### config.mk
export PLATFORM = sky130hd
export DESIGN_NAME = adc_result_format_and_clock
export DESIGN_NICKNAME = d
export VERILOG_FILES = /design/src/shared/adc_result_pkg.sv /design/src/rtl/adc_clock_prescaler.sv /design/src/rtl/adc_result_formatter.sv /design/src/rtl/adc_result_format_and_clock.sv
export SDC_FILE = /design/constraint.sdc
export NUM_CORES = 1
export LEC_CHECK = 0
export ABC_CLOCK_PERIOD_IN_PS = 3400
export BUFFER_PORTS_ARGS = -buffer_cell sky130_fd_sc_hd__clkbuf_2
export CORE_MARGIN = 2
export CORE_UTILIZATION = 59
export CTS_CLUSTER_DIAMETER = 100
export DETAILED_ROUTE_END_ITERATION = 8
export PLACE_DENSITY = 0.84
export SLEW_MARGIN = 20
export SYNTH_ARGS = -nofsm -noshare
export SYNTH_HDL_FRONTEND = slang
export SYNTH_SLANG_ARGS = --single-unit
### constraint.sdc
create_clock -name clk -period 3.4 [get_ports clk]
set_input_delay 0.34 -clock clk [delete_from_list [all_inputs] [get_ports clk]]
set_output_delay 0.34 -clock clk [all_outputs]
set_load 0.1 [all_outputs]
### src/shared/adc_result_pkg.sv
package adc_result_pkg;

    // Register map (byte offsets on the plain register port)
    localparam logic [7:0] ADDR_RESULT_HIGH  = 8'h3d;
    localparam logic [7:0] ADDR_RESULT_LOW   = 8'h3e;
    localparam logic [7:0] ADDR_CLOCK_FORMAT = 8'h3f;
    localparam logic [7:0] ADDR_IRQ_STATUS   = 8'h40;
    localparam logic [7:0] ADDR_IRQ_MASK     = 8'h41;

    // converter_clock_and_format field positions
    localparam int PRESCALE_LSB   = 5;
    localparam int PRESCALE_MSB   = 7;
    localparam int CLK_SELECT_BIT = 4;
    localparam int JUSTIFY_HI_BIT = 3;
    localparam int JUSTIFY_LO_BIT = 2;

    // Reset: crystal clock, divide by 1, right justified
    localparam logic [7:0] CLOCK_FORMAT_RESET = 8'h04;
    localparam logic [7:0] RESULT_RESET       = 8'h00;

    // Interrupt status bits
    localparam int IRQ_COMPLETE_BIT = 0;
    localparam int IRQ_LOST_BIT     = 1;
    localparam int IRQ_BITS         = 2;

    localparam int RESULT_WIDTH   = 10;
    localparam int PRESCALE_WIDTH = 4;
    localparam logic [3:0] PRESCALE_MAX = 4'hf;

    typedef enum logic [1:0] {
        FMT_TRUNCATED,
        FMT_RIGHT,
        FMT_LEFT,
        FMT_LEFT_SIGNED
    } justify_e;

    typedef struct packed {
        logic [7:0] addr;
        logic [7:0] wdata;
        logic       wr;
        logic       rd;
    } reg_req_s;

    typedef struct packed {
        logic                    valid;
        logic [RESULT_WIDTH-1:0] value;
    } conv_result_s;

endpackage : adc_result_pkg

### src/rtl/adc_clock_prescaler.sv
`timescale 1ns/1ps
module adc_clock_prescaler (
    input  wire logic       clk,
    input  wire logic       reset_n,
    input  wire logic       crystal_tick,
    input  wire logic       input_clock_select,
    input  wire logic [2:0] clock_prescale_field,
    output logic            adc_clock_tick
);
    import adc_result_pkg::*;

    typedef struct packed {
        logic [PRESCALE_WIDTH-1:0] count;
        logic                      tick;
    } state_s;

    state_s state_reg;
    state_s state_next;
    logic   src_tick;
    logic [PRESCALE_WIDTH-1:0] limit;

    always_comb begin
        // Bus clock is every cycle; crystal arrives as an enable pulse
        src_tick = input_clock_select | crystal_tick;
        case (clock_prescale_field)
            3'b000:  limit = 4'h0;
            3'b001:  limit = 4'h1;
            3'b010:  limit = 4'h3;
            3'b011:  limit = 4'h7;
            default: limit = PRESCALE_MAX;
        endcase
        state_next      = state_reg;
        state_next.tick = 1'b0;
        if (src_tick) begin
            if (state_reg.count >= limit) begin
                state_next.count = '0;
                state_next.tick  = 1'b1;
            end else begin
                state_next.count = state_reg.count + 1'b1;
            end
        end
    end

    always_ff @(posedge clk) begin
        if (!reset_n) begin
            state_reg <= '0;
        end else begin
            state_reg <= state_next;
        end
    end

    assign adc_clock_tick = state_reg.tick;

endmodule : adc_clock_prescaler

### src/rtl/adc_result_formatter.sv
`timescale 1ns/1ps
module adc_result_formatter (
    input  wire logic [adc_result_pkg::RESULT_WIDTH-1:0] value,
    input  wire adc_result_pkg::justify_e                mode,
    output logic [7:0]                                   high_byte,
    output logic [7:0]                                   low_byte
);
    import adc_result_pkg::*;

    always_comb begin
        case (mode)
            FMT_TRUNCATED: begin
                high_byte = 8'h00;
                low_byte  = value[9:2];
            end
            FMT_RIGHT: begin
                high_byte = {6'h00, value[9:8]};
                low_byte  = value[7:0];
            end
            FMT_LEFT: begin
                high_byte = value[9:2];
                low_byte  = {value[1:0], 6'h00};
            end
            default: begin
                high_byte = {~value[9], value[8:2]};
                low_byte  = {value[1:0], 6'h00};
            end
        endcase
    end

endmodule : adc_result_formatter

### src/rtl/adc_result_format_and_clock.sv
// Overview of operation
// Result shown as high and low bytes
// Truncated: bits 9..2 low, high zero
// Truncated: low byte always refreshed, no lock
// Right justified: 9..8 high, 7..0 low
// Left justified: 9..2 high, 1..0 low top
// Signed left: invert MSB in high bit 7
// Justified formats update both bytes
// High byte read freezes the low byte
// Results discarded until low byte read
// Prescale 1,2,4,8, top bit gives 16
// Select bit 1 bus, 0 crystal; reset crystal
// Software keeps ADC clock 32 kHz..2 MHz
// Crystal source only if at least 1 MHz
// Mode field decodes four justification formats
// Reset selects right justified format
// Low byte read clears complete flag, irq
// Low byte read releases the read lock
// Result bytes read-only, reset to zero
`timescale 1ns/1ps
module adc_result_format_and_clock (
    input  wire logic                                 clk,
    input  wire logic                                 reset_n,
    input  wire logic [7:0]                           reg_addr,
    input  wire logic [7:0]                           reg_wdata,
    input  wire logic                                 reg_wr,
    input  wire logic                                 reg_rd,
    output logic [7:0]                                reg_rdata,
    input  wire adc_result_pkg::conv_result_s         conv_in,
    input  wire logic                                 crystal_reference_clock,
    output logic                                      adc_clock_tick,
    output logic                                      conversion_complete_flag,
    output logic                                      irq
);
    import adc_result_pkg::*;

    // Everything the block remembers, bar the prescaler's own count and tick in u_prescaler, lives in this one record
    typedef struct packed {
        logic [7:0]          result_high_byte;
        logic [7:0]          result_low_byte;
        logic [7:0]          clock_format;
        logic                read_lock;
        logic                complete;
        logic [IRQ_BITS-1:0] irq_status;
        logic [IRQ_BITS-1:0] irq_mask;
        logic [7:0]          rdata;
        logic                irq;
        logic                adc_tick;
        logic [2:0]          xtal_sync;
        logic                xtal_level;
        logic                xtal_tick;
    } state_s;

    state_s              state_reg;
    state_s              state_next;

    // Register port gathered into one request record
    reg_req_s            req;

    // Decoded fields of converter_clock_and_format
    justify_e            mode;
    logic                justified;
    logic                input_clock_select;
    logic [2:0]          clock_prescale_field;

    // Formatter view of the incoming result
    logic [7:0]          fmt_high;
    logic [7:0]          fmt_low;

    // Prescaler pulse, registered once more before it leaves
    logic                prescale_tick;

    // Register port decode
    logic                hit_high;
    logic                hit_low;
    logic                hit_clock;
    logic                hit_status;
    logic                hit_mask;
    logic                read_high;
    logic                read_low;
    logic                write_clock;
    logic                write_status;
    logic                write_mask;
    logic [7:0]          read_mux;

    // Result acceptance
    logic                lock_active;
    logic                take_result;
    logic                lost_result;

    // Sticky status, worked out one bit at a time
    logic [IRQ_BITS-1:0] irq_events;
    logic [IRQ_BITS-1:0] irq_clear;
    logic [IRQ_BITS-1:0] irq_status_next;

    // Crystal pin synchroniser view
    logic                xtal_agree;
    logic                xtal_rise;

    assign req = '{addr: reg_addr, wdata: reg_wdata, wr: reg_wr, rd: reg_rd};

    assign mode                 = justify_e'({state_reg.clock_format[JUSTIFY_HI_BIT],
                                              state_reg.clock_format[JUSTIFY_LO_BIT]});
    assign justified            = (mode != FMT_TRUNCATED);
    assign input_clock_select   = state_reg.clock_format[CLK_SELECT_BIT];
    assign clock_prescale_field = state_reg.clock_format[PRESCALE_MSB:PRESCALE_LSB];

    assign hit_high   = (req.addr == ADDR_RESULT_HIGH);
    assign hit_low    = (req.addr == ADDR_RESULT_LOW);
    assign hit_clock  = (req.addr == ADDR_CLOCK_FORMAT);
    assign hit_status = (req.addr == ADDR_IRQ_STATUS);
    assign hit_mask   = (req.addr == ADDR_IRQ_MASK);

    assign read_high    = req.rd && hit_high;
    assign read_low     = req.rd && hit_low;
    assign write_clock  = req.wr && hit_clock;
    assign write_status = req.wr && hit_status;
    assign write_mask   = req.wr && hit_mask;

    // A result landing in the cycle of the high byte read is dropped too,
    // otherwise the pair read back would mix two samples
    assign lock_active = justified && (state_reg.read_lock || read_high);
    assign take_result = conv_in.valid && !lock_active;
    assign lost_result = conv_in.valid && lock_active;

    // Second and third flops must agree before the level is believed
    assign xtal_agree = (state_reg.xtal_sync[2] == state_reg.xtal_sync[1]);
    assign xtal_rise  = xtal_agree && state_reg.xtal_sync[2] && !state_reg.xtal_level;

    always_comb begin
        case (req.addr)
            ADDR_RESULT_HIGH:  read_mux = state_reg.result_high_byte;
            ADDR_RESULT_LOW:   read_mux = state_reg.result_low_byte;
            ADDR_CLOCK_FORMAT: read_mux = state_reg.clock_format;
            ADDR_IRQ_STATUS:   read_mux = {{(8-IRQ_BITS){1'b0}}, state_reg.irq_status};
            ADDR_IRQ_MASK:     read_mux = {{(8-IRQ_BITS){1'b0}}, state_reg.irq_mask};
            default:           read_mux = 8'h00;
        endcase
    end

    assign irq_events[IRQ_COMPLETE_BIT] = take_result;
    assign irq_events[IRQ_LOST_BIT]     = lost_result;

    genvar bit_idx;
    generate
        for (bit_idx = 0; bit_idx < IRQ_BITS; bit_idx++) begin : g_status
            // Write one to clear; a low byte read also clears the completion bit
            assign irq_clear[bit_idx] = (write_status && req.wdata[bit_idx])
                                     || (read_low && (bit_idx == IRQ_COMPLETE_BIT));
            // An event in the same cycle as its clear wins
            assign irq_status_next[bit_idx] = irq_events[bit_idx]
                || (state_reg.irq_status[bit_idx] && !irq_clear[bit_idx]);
        end
    endgenerate

    adc_result_formatter u_formatter (
        .value     (conv_in.value),
        .mode      (mode),
        .high_byte (fmt_high),
        .low_byte  (fmt_low)
    );

    adc_clock_prescaler u_prescaler (
        .clk                  (clk),
        .reset_n              (reset_n),
        .crystal_tick         (state_reg.xtal_tick),
        .input_clock_select   (input_clock_select),
        .clock_prescale_field (clock_prescale_field),
        .adc_clock_tick       (prescale_tick)
    );

    always_comb begin
        state_next = state_reg;

        // Crystal pin: three flops, edge counted when second and third agree
        state_next.xtal_sync = {state_reg.xtal_sync[1:0], crystal_reference_clock};
        if (xtal_agree) begin
            state_next.xtal_level = state_reg.xtal_sync[2];
        end
        state_next.xtal_tick = xtal_rise;

        // Read data stands in the cycle after the strobe only
        state_next.rdata = req.rd ? read_mux : 8'h00;

        // Result bytes have no write path at all
        if (write_clock) begin
            state_next.clock_format = req.wdata;
        end
        if (write_mask) begin
            state_next.irq_mask = req.wdata[IRQ_BITS-1:0];
        end

        if (read_high && justified) begin
            state_next.read_lock = 1'b1;
        end
        if (read_low) begin
            state_next.read_lock = 1'b0;
        end

        // Writing the clock register also ends a pending completion
        if (read_low || write_clock) begin
            state_next.complete = 1'b0;
        end

        // Formatter already zeroes the high byte in truncated format
        if (take_result) begin
            state_next.result_low_byte  = fmt_low;
            state_next.result_high_byte = fmt_high;
            state_next.complete         = 1'b1;
        end

        state_next.irq_status = irq_status_next;
        state_next.irq        = |(irq_status_next & state_reg.irq_mask);

        // One more flop keeps the tick output straight off a register
        state_next.adc_tick = prescale_tick;
    end

    always_ff @(posedge clk) begin
        if (!reset_n) begin
            state_reg                  <= '0;
            state_reg.result_high_byte <= RESULT_RESET;
            state_reg.result_low_byte  <= RESULT_RESET;
            state_reg.clock_format     <= CLOCK_FORMAT_RESET;
        end else begin
            state_reg <= state_next;
        end
    end

    assign adc_clock_tick           = state_reg.adc_tick;
    assign reg_rdata                = state_reg.rdata;
    assign conversion_complete_flag = state_reg.complete;
    assign irq                      = state_reg.irq;

endmodule : adc_result_format_and_clock

==> results.ini, run 1 <==
[cells_and_area]
final.fill_count = 342
antenna_cells = 0
final_cell_mix = 50 x dfxtp_1, 42 x clkbuf_2, 30 x nand2_1
final_cell_area_um2 = 2651
layout_commonest_cell = dfxtp_1
areaGrowthSynthToFinish_pct = 8.333
drive_gt1_frac = 0.2265
final_net_count = 325
largest_reg_flops = 26

[clock_tree]
clk_path_buf_depth = 2
cts_tree = built
cts-htree-levels = 2
postCtsHoldBufs = 0
post_cts_buffers = 0
cts_resized = 0
clk_pin_slew_ns = 0.08
clock_latency_ns = 0.30
cts_inserted_buffers = 5
root_buffer = clkbuf_8
clock_sinks = 50

[setup_path]
cp.required_ns = 3.60
start_kind = register
cpMostUsedCell = nor2_1
r2r_slack_ns = 1.33
slowest_stage = dfxtp_1
crit_chain = nor2_1 > nor4b_4 > nor2_1 > o21a_1 > a32o_1
worstSetupEndpointType = register
worstPathMaxFanout = 14
crit_type = reg2reg
critical_path.max_stage_delay_ns = 0.78
arrival_ns = 2.27

[yosys]
synth.avg_cell_area_um2 = 9.377
yosysWarnings = 0
ys_async_sr_fraction = 0
ys_seq_area_frac = 0.4090
synthCells = 261
synth_cell_types = 47
yosys.area.top_type_share = 0.4090
synth.largest_area_cell = dfxtp_1
synthFlopType = dfxtp_1
synth_area_leaders = dfxtp_1 41%, mux2i_1 7.8%, nand2_1 4.6%
syn_nets = 299
synth_seq_cells = 50
synth_edf_count = 0
syn-cell-area_um2 = 2447

[floorplan]
start_util = 0.6118
die_x_um = 68.41
die_h_um = 68.41
row_count = 23
core_area_um2 = 4000
dieArea_um2 = 4679
pin_count = 43

[pwr]
powerDensity_nw_per_um2 = 384.0
leakage_nw = 1.177
ir_drop_mv = 0.2312

[worst_hold_path]
min_path_type = in2reg

[place]
place_hpwl_um = 3426
routabilityCongestion = 0.7879
port_buffers = 42
dpl_cell_area_um2 = 2572

[grt]
grt_pass1_vias = 1730
grt_use_met1 = 0.2891
track_usage = 0.2239
busiest_layer = met2
globalRouteMet2Util = 0.3678
antenna_found_initial = 0
grt_pass1_wl_um = 7762
overflow = 0
grt_max_degree = 42
grtUsageMet3 = 0.05428

[sta]
slew_headroom = 0.4902
fin_setup_tns_ns = 0
finalSetupViolCount = 0
timing.final.max_slew_violations = 0
max_freq_mhz = 482.5
fin_crit_ns = 2.072
finalHoldViolCount = 0
tightest_slew_ns = 0.7618
rsz0062_at_grt = no
finalCritPeriodShare = 0.6095
clock_skew_ns = 0.006584

[drt]
drtIter0Drc = 85
first_pass_iters = 4
vias_per_cell = 5.525
drcViolationCount = 0
num_vias = 1862
ant_nets = 0
post_drt_wl_per_cell_um = 13.93
drt_wl_total_um = 4693

[run]
maxCapViolations = 0

[outcome]
status = finished clean

## cells in the mapped netlist, types with 2 or more instances
cell      count
dfxtp_1      50
nand2_1      30
mux2i_1      19
nor2_1       16
nor2b_1      12
nand3_1      11
a21boi_1     10
buf_4         9
clkbuf_1      9
mux2_2        8
or3_1         7
a22oi_1       6
ha_1          6
a21boi_0      5
a21oi_1       5
and2_1        5
inv_1         5
o21ai_0       5
buf_6         4
a21o_1        3
nand4_1       3
nor3b_1       3
xor2_1        3
a221oi_1      2
a32oi_1       2
or2_2         2
## report_power, final
| part | internal (mW) | leakage, nW | switching [mW] | total [mW] |
|---|---|---|---|---|
| clock network | 0.138 | 0.0438 | 0.183 | 0.321 |
| registers | 0.596 | 0.406 | 0.00612 | 0.602 |
| logic | 0.0414 | 0.727 | 0.0533 | 0.0948 |
## per-stage QoR
stage | setup WS (ns) | total power, mW | hold WS [ns] | std cells | utilization
2_1_floorplan | 1.581 | 0.6781 | 0.3893 | 261 | -
3_3_place_gp | 1.295 | 0.7089 | 0.3969 | 330 | 0.6431
3_5_place_dp | 1.290 | 0.7108 | 0.4092 | 330 | 0.6431
4_1_cts | 1.357 | 1.025 | 0.2363 | 337 | 0.6628
5_1_grt | 1.118 | 1.059 | 0.2305 | 337 | 0.6628
6_report | 1.328 | 1.018 | 0.2416 | 337 | 0.6628
## worst paths after layout
kind | startpoint | endpoint | depth (start not counted)
worst min-delay path | reg_wdata[2] | mode[0] | 3
worst min register to register | state_reg[1] | state_reg[0] | 1
worst max register to register | mode[0] | irq | 5
worst max-delay path | mode[0] | irq | 5
## layer usage
layer  part of all wire  up-vias
met3              0.053        5
met2               0.47       54
met5                  0        -
li1                   -      954
met1               0.46      849
met4              0.013        0
## kinds of logic (layout without fill, tap and decap cells)
logic type                 Yosys count  count (layout)  share of synthesized area
DFF                                 50              50                     0.4090
xor gates and xnor gates             4               4                    0.01432
and+or+nand+nor                     99              99                     0.2234
adders and majority gates            6               6                    0.03067
buffers and inverters               29              55                    0.07106
AOI/OAI and AO/OA                   46              46                     0.1370
muxes                               27              27                     0.1145
## worst max-delay path, delay by kind of cell, from the launching register on
kind            cells  cell delay (ns)
flops               1             0.78
simple gates        3             0.75
compound gates      2             0.45
## layout make-up
class / instances / area, um^2 / area share
Timing Repair Buffer: 43 / 217.7 / 0.08211
Clock buffer: 5 / 68.82 / 0.02596
Multi-Input combinational cell: 182 / 1272 / 0.4799
Tap cell: 50 / 62.56 / 0.02360
Sequential cell: 50 / 1001 / 0.3775
Clock inverter: 2 / 10.01 / 0.003775
Inverter: 5 / 18.77 / 0.007079
No activity file was read; power rests on OpenSTA's default activity.
==> inputs of run 2 (changes only) <==
- ABC_AREA: not set -> 1
- ABC_CLOCK_PERIOD_IN_PS: 3400 -> 1800
- CORE_UTILIZATION: 59 -> 50
- PLACE_DENSITY: 0.84 -> 0.75
- clock period: 3.4 -> 1.8 ns (I/O delays scaled with it)
==> results.ini, run 2 <==
[pwr]
fin_total_pwr_mw = 2.026
leakage_nw = 1.295
ir_drop_mv = 0.4833
powerDensity_nw_per_um2 = 756.1

[setup_path]
cp.required_ns = 1.99
r2r_slack_ns = 0.24
rr_startpoint = mode[0]
arrival_ns = 1.75
r2r.worst_path.cells = 4
cpMostUsedCell = o21ai_0
critical_path.max_stage_delay_ns = 0.37
cp_num_buf_inv = 0
slowest_stage = o21ai_0
worstPathMaxFanout = 35
worstSetupEndpointType = register
crit_family = compound AO/OA/AOI/OAI gates
rr_endpoint = state_reg[37]
crit_chain = o21ai_0 > nand3_4 > o21ai_0 > a21oi_1
start_kind = register
crit_type = reg2reg

[grt]
grt_pass1_wl_um = 8659
overflow = 0
grt_max_degree = 36
track_usage = 0.2111
antenna_found_initial = 0
grt_pass1_vias = 1983

[yosys]
synthCells = 334
yosysWarnings = 0
synth_edf_count = 0
synth-compound-area-share = 0.1618
syn-cell-area_um2 = 2421
synth_seq_cells = 50
yosysMostFrequentCell = nand2_1
muxShareOfSynthArea = 0
yosys.area.top_type_share = 0.4134
synth_cell_types = 29
synthSimpleGateAreaFrac = 0.2475
ys_seq_area_frac = 0.4134
ys_top_cells_by_count = 56 x nand2_1, 54 x inv_1, 50 x dfxtp_1
synth.largest_area_cell = dfxtp_1
synthFlopType = dfxtp_1
synth_area_leaders = dfxtp_1 41%, nand2_1 8.7%, inv_1 8.4%
synth_top_family_by_area = simple AND/OR/NAND/NOR gates
syn_nets = 372
synth_xor_area_frac = 0.007235
synth.avg_cell_area_um2 = 7.249
yosys.area_share.adder = 0.03101
ys_async_sr_fraction = 0

[outcome]
status = finished clean

[drt]
drtIter0Drc = 134
num_vias = 2143
post_drt_wl_per_cell_um = 12.41
vias_per_cell = 5.078
first_pass_iters = 4
drt_wl_total_um = 5235
ant_nets = 0
drcViolationCount = 0

[sta]
postLayoutSetupSlackWorst_ns = 0.2419
tightest_slew_ns = 0.5406
finalCritPeriodShare = 0.8656
finalSetupViolCount = 0
rsz0062_at_grt = no
fin_setup_tns_ns = 0
max_freq_mhz = 641.8
slew_headroom = 0.6411
finalHoldViolCount = 0
fin_crit_ns = 1.558
clock_skew_ns = 0.007262
timing.final.max_slew_violations = 0

[cells_and_area]
areaGrowthSynthToFinish_pct = 10.65
final_cell_mix = 56 x nand2_1, 54 x inv_1, 50 x dfxtp_1
layout_commonest_cell = nand2_1
final_cell_area_um2 = 2679
largest_reg_flops = 26
final_net_count = 405
drive_gt1_frac = 0.1712
antenna_cells = 0

[clock_tree]
post_cts_buffers = 0
cts_tree = built
clk_pin_slew_ns = 0.09
postCtsHoldBufs = 0
cts_resized = 0
clk_path_buf_depth = 2
cts_inserted_buffers = 5
clock_sinks = 50
root_buffer = clkbuf_8
cts-htree-levels = 2
clock_latency_ns = 0.30

[place]
port_buffers = 42
dpl_cell_area_um2 = 2584
routabilityCongestion = 0.9238
place_hpwl_um = 3963
pre_cts_ws_ns = 0.2381

[floorplan]
pin_count = 43
start_util = 0.5160
row_count = 25
die_x_um = 73.59
dieArea_um2 = 5415
die_h_um = 73.59
core_area_um2 = 4692

[run]
maxCapViolations = 0

[worst_hold_path]
min_path_type = in2reg
hold_depth = 3
min_to = state_next[3]
min_from = crystal_reference_clock

run 2: changes by cell type after synthesis, moves of 8 or more:
cell      before  now
nand2_1       30   56
o21ai_0        5   23
mux2_2         8    0
a21oi_1        5   33
nor2_1        16   33
nor2b_1       12    0
inv_1          5   54
a21boi_1      10    0
mux2i_1       19    0
nand3_1       11   23
run 2: layout make-up:
class                   instances  area, um^2
repair buffers                 44       225.2
fillers                       485        2013
multi-input cells             211        1084
well taps                      54       67.56
clock inverters                 2       12.51
flip-flops and latches         50        1001
clock buffers                   6       82.58
inverters                      55       206.4
run 2: logic make-up after synthesis:
group	count (synthesis)
XOR/XNOR	2
adder cells (fa/ha/maj)	6
AO/OA/AOI/OAI	72
flip-flops	50
AND/OR/NAND/NOR	131
buffers and inverters	73
run 2: stage by stage:
stage | util | hold slack (ns) | std cells
finish | 0.5709 | 0.05323 | 422
global route | 0.5709 | 0.06228 | 422
CTS | 0.5709 | 0.04732 | 422
detailed placement | 0.5507 | 0.3674 | 414
global placement | 0.5507 | 0.3648 | 414
floorplan | - | 0.2776 | 334
run 2: routing by layer:
metal  GRT usage  vias to the layer above  routed length [um]
met1      0.2652                      962                2465
met2      0.3433                       45                2432
met3     0.04115                        9                 224
met4      0.1071                        0                 112
li1            -                     1127                   -
met5           0                        -                   0
run 2: power by group:
| group | total (mW) | internal (mW) | switching, mW | leakage, nW |
|---|---|---|---|---|
| logic | 0.188 | 0.0668 | 0.121 | 0.840 |
| clock network | 0.690 | 0.310 | 0.380 | 0.0472 |
| registers | 1.15 | 1.14 | 0.0110 | 0.408 |
| total | 2.03 | 1.51 | 0.513 | 1.30 |
run 2: worst max-delay path by stage:
stage	from	end	slack [ns]	cells after the start
3_3_place_gp	mode[0]	state_reg[39]	0.33	4
4_1_cts	mode[0]	state_reg[37]	0.22	4
2_1_floorplan	mode[0]	state_reg[29]	0.52	5
5_1_grt	mode[0]	state_reg[37]	0.05	4
6_report	mode[0]	state_reg[37]	0.24	4
3_5_place_dp	mode[0]	state_reg[37]	0.24	4
run 2: worst min-delay path, stage by stage:
cell	delay, ns
clkbuf_2	0.07
nand2_1	0.04
inv_1	0.04
==> inputs of run 3 (changes only) <==
- ABC_CLOCK_PERIOD_IN_PS: 1800 -> 1650
- CORE_UTILIZATION: 50 -> 56
- PLACE_DENSITY: 0.75 -> 0.79
- REMOVE_ABC_BUFFERS: not set -> 1
- SYNTH_HIERARCHICAL: not set -> 1
- clock period: 1.8 -> 1.65 ns (I/O delays scaled with it)
==> results.ini, run 3 <==
[outcome]
status = finished clean

[pwr]
fin_total_pwr_mw = 2.158
powerDensity_nw_per_um2 = 762.2
ir_drop_mv = 0.4608
leakage_nw = 1.336

[clock_tree]
cts-htree-levels = 2
post_cts_buffers = 0
cts_resized = 0
clock_latency_ns = 0.30
postCtsHoldBufs = 0
root_buffer = clkbuf_8
cts_inserted_buffers = 5
cts_tree = built
clock_sinks = 50
clk_path_buf_depth = 2
clk_pin_slew_ns = 0.09

[yosys]
ys_top_cells_by_count = 56 x nand2_1, 50 x dfxtp_1, 49 x inv_1
ys_seq_area_frac = 0.3863
synth_area_leaders = dfxtp_1 39%, nand2_1 8.1%, inv_1 7.1%
yosys.area.top_type_share = 0.3863
yosysWarnings = 6
ys_async_sr_fraction = 0
synth.largest_area_cell = dfxtp_1
synth_cell_types = 31
synth.avg_cell_area_um2 = 7.511
syn-cell-area_um2 = 2591
synth_seq_cells = 50
synthCells = 345
yosysMostFrequentCell = nand2_1
synth_edf_count = 0
synthFlopType = dfxtp_1

[sta]
slew_headroom = 0.6381
finalHoldViolCount = 0
timing.final.max_slew_violations = 0
finalCritPeriodShare = 0.9064
clock_skew_ns = 0.004601
finalSetupViolCount = 0
fin_setup_tns_ns = 0
max_freq_mhz = 668.7
fin_crit_ns = 1.496
rsz0062_at_grt = no
tightest_slew_ns = 0.5452

[floorplan]
start_util = 0.5870
dieArea_um2 = 5188
die_h_um = 72.03
die_x_um = 72.03
row_count = 24
core_area_um2 = 4414
pin_count = 43

[setup_path]
crit_type = reg2reg
r2r_slack_ns = 0.15
rr_endpoint = state_reg[38]
start_kind = register
r2r.worst_path.cells = 4
cp.required_ns = 1.88
rr_startpoint = mode[0]
worstSetupEndpointType = register
arrival_ns = 1.72
worstPathMaxFanout = 32

[drt]
post_drt_wl_per_cell_um = 11.66
num_vias = 2167
drtIter0Drc = 86
drcViolationCount = 0
first_pass_iters = 4
ant_nets = 0
drt_wl_total_um = 5050
vias_per_cell = 5.005

[place]
place_hpwl_um = 3884
port_buffers = 42
routabilityCongestion = 0.8411
dp_cells = 426

[cells_and_area]
layout_commonest_cell = nand2_1
largest_reg_flops = 26
final_cell_mix = 56 x nand2_1, 50 x dfxtp_1, 49 x inv_1
final_net_count = 419
post-route-util = 0.6414
final.fill_count = 419
fin_cells = 433
antenna_cells = 0
drive_gt1_frac = 0.2520
areaGrowthSynthToFinish_pct = 9.271

[grt]
grt_pass1_vias = 1947
antenna_found_initial = 0
track_usage = 0.2081
grt_pass1_wl_um = 8466
overflow = 0
grt_max_degree = 33

[worst_hold_path]
min_path_type = in2reg
hold_depth = 3
min_to = state_next[3]
min_from = crystal_reference_clock

[run]
maxCapViolations = 0

==> run 3: cells by family (layout without fill, tap and decap cells) <==
logic type | count (synthesis) | count (layout) | share of synthesized area
buf+inv | 75 | 111 | 0.1434
mux | 1 | 1 | 0.003863
simple gates | 137 | 137 | 0.2607
flops | 50 | 50 | 0.3863
fa+ha+maj | 6 | 6 | 0.02897
xor+xnor | 3 | 3 | 0.01014
compound gates | 73 | 73 | 0.1666
==> run 3: worst max-delay path by stage <==
| stage | start | endpoint | slack, ns | depth (start not counted) |
|---|---|---|---|---|
| floorplan | mode[0] | irq | 0.12 | 7 |
| global placement | reg_addr[1] | state_reg[38] | 0.26 | 8 |
| detailed placement | mode[0] | state_reg[38] | 0.20 | 4 |
| CTS | mode[0] | state_reg[38] | 0.16 | 4 |
| global route | mode[0] | state_reg[41] | 0.07 | 4 |
| finish | mode[0] | state_reg[38] | 0.15 | 4 |
==> run 3: report_power, final <==
part | total, mW | leakage [nW] | internal [mW] | switching (mW)
Clock | 0.675 | 0.0373 | 0.291 | 0.383
Sequential | 1.25 | 0.408 | 1.24 | 0.0114
Combinational | 0.233 | 0.891 | 0.0822 | 0.150
==> run 3: area by class of cell <==
type                    instances  area (um^2)  share of cell area
clock buffers                   6        72.57             0.02563
clock inverters                 1        7.507            0.002651
inverters                      57        219.0             0.07733
multi-input cells             220         1219              0.4304
flip-flops and latches         50         1001              0.3535
well taps                      52        65.06             0.02298
repair buffers                 47        247.7             0.08749
==> run 3: per-layer routing <==
metal / share of wire / up-vias / wire, um / GRT usage
li1: - / 1166 / - / -
met1: 0.45 / 955 / 2290 / 0.2698
met2: 0.50 / 41 / 2517 / 0.3570
met3: 0.039 / 5 / 195 / 0.02917
met4: 0.0093 / 0 / 47 / 0.07128
met5: 0 / - / 0 / 0
==> run 3: critical path, cell delays in order (launching register included) <==
cell and delay (ns):
dfxtp_1 0.33, o21ai_1 0.29, nand3_4 0.37, buf_4 0.30, a21oi_1 0.14
==> run 3: through the flow <==
stage	setup slack, ns	cell area, um^2	hold WS (ns)
after CTS	0.1564	2831	0.04680
after detailed placement	0.1965	2751	0.3600
after global placement	0.2572	2751	0.3517
after floorplan	0.1203	2439	0.2492
final	0.1545	2831	0.04711
after global routing	0.07007	2831	0.04555
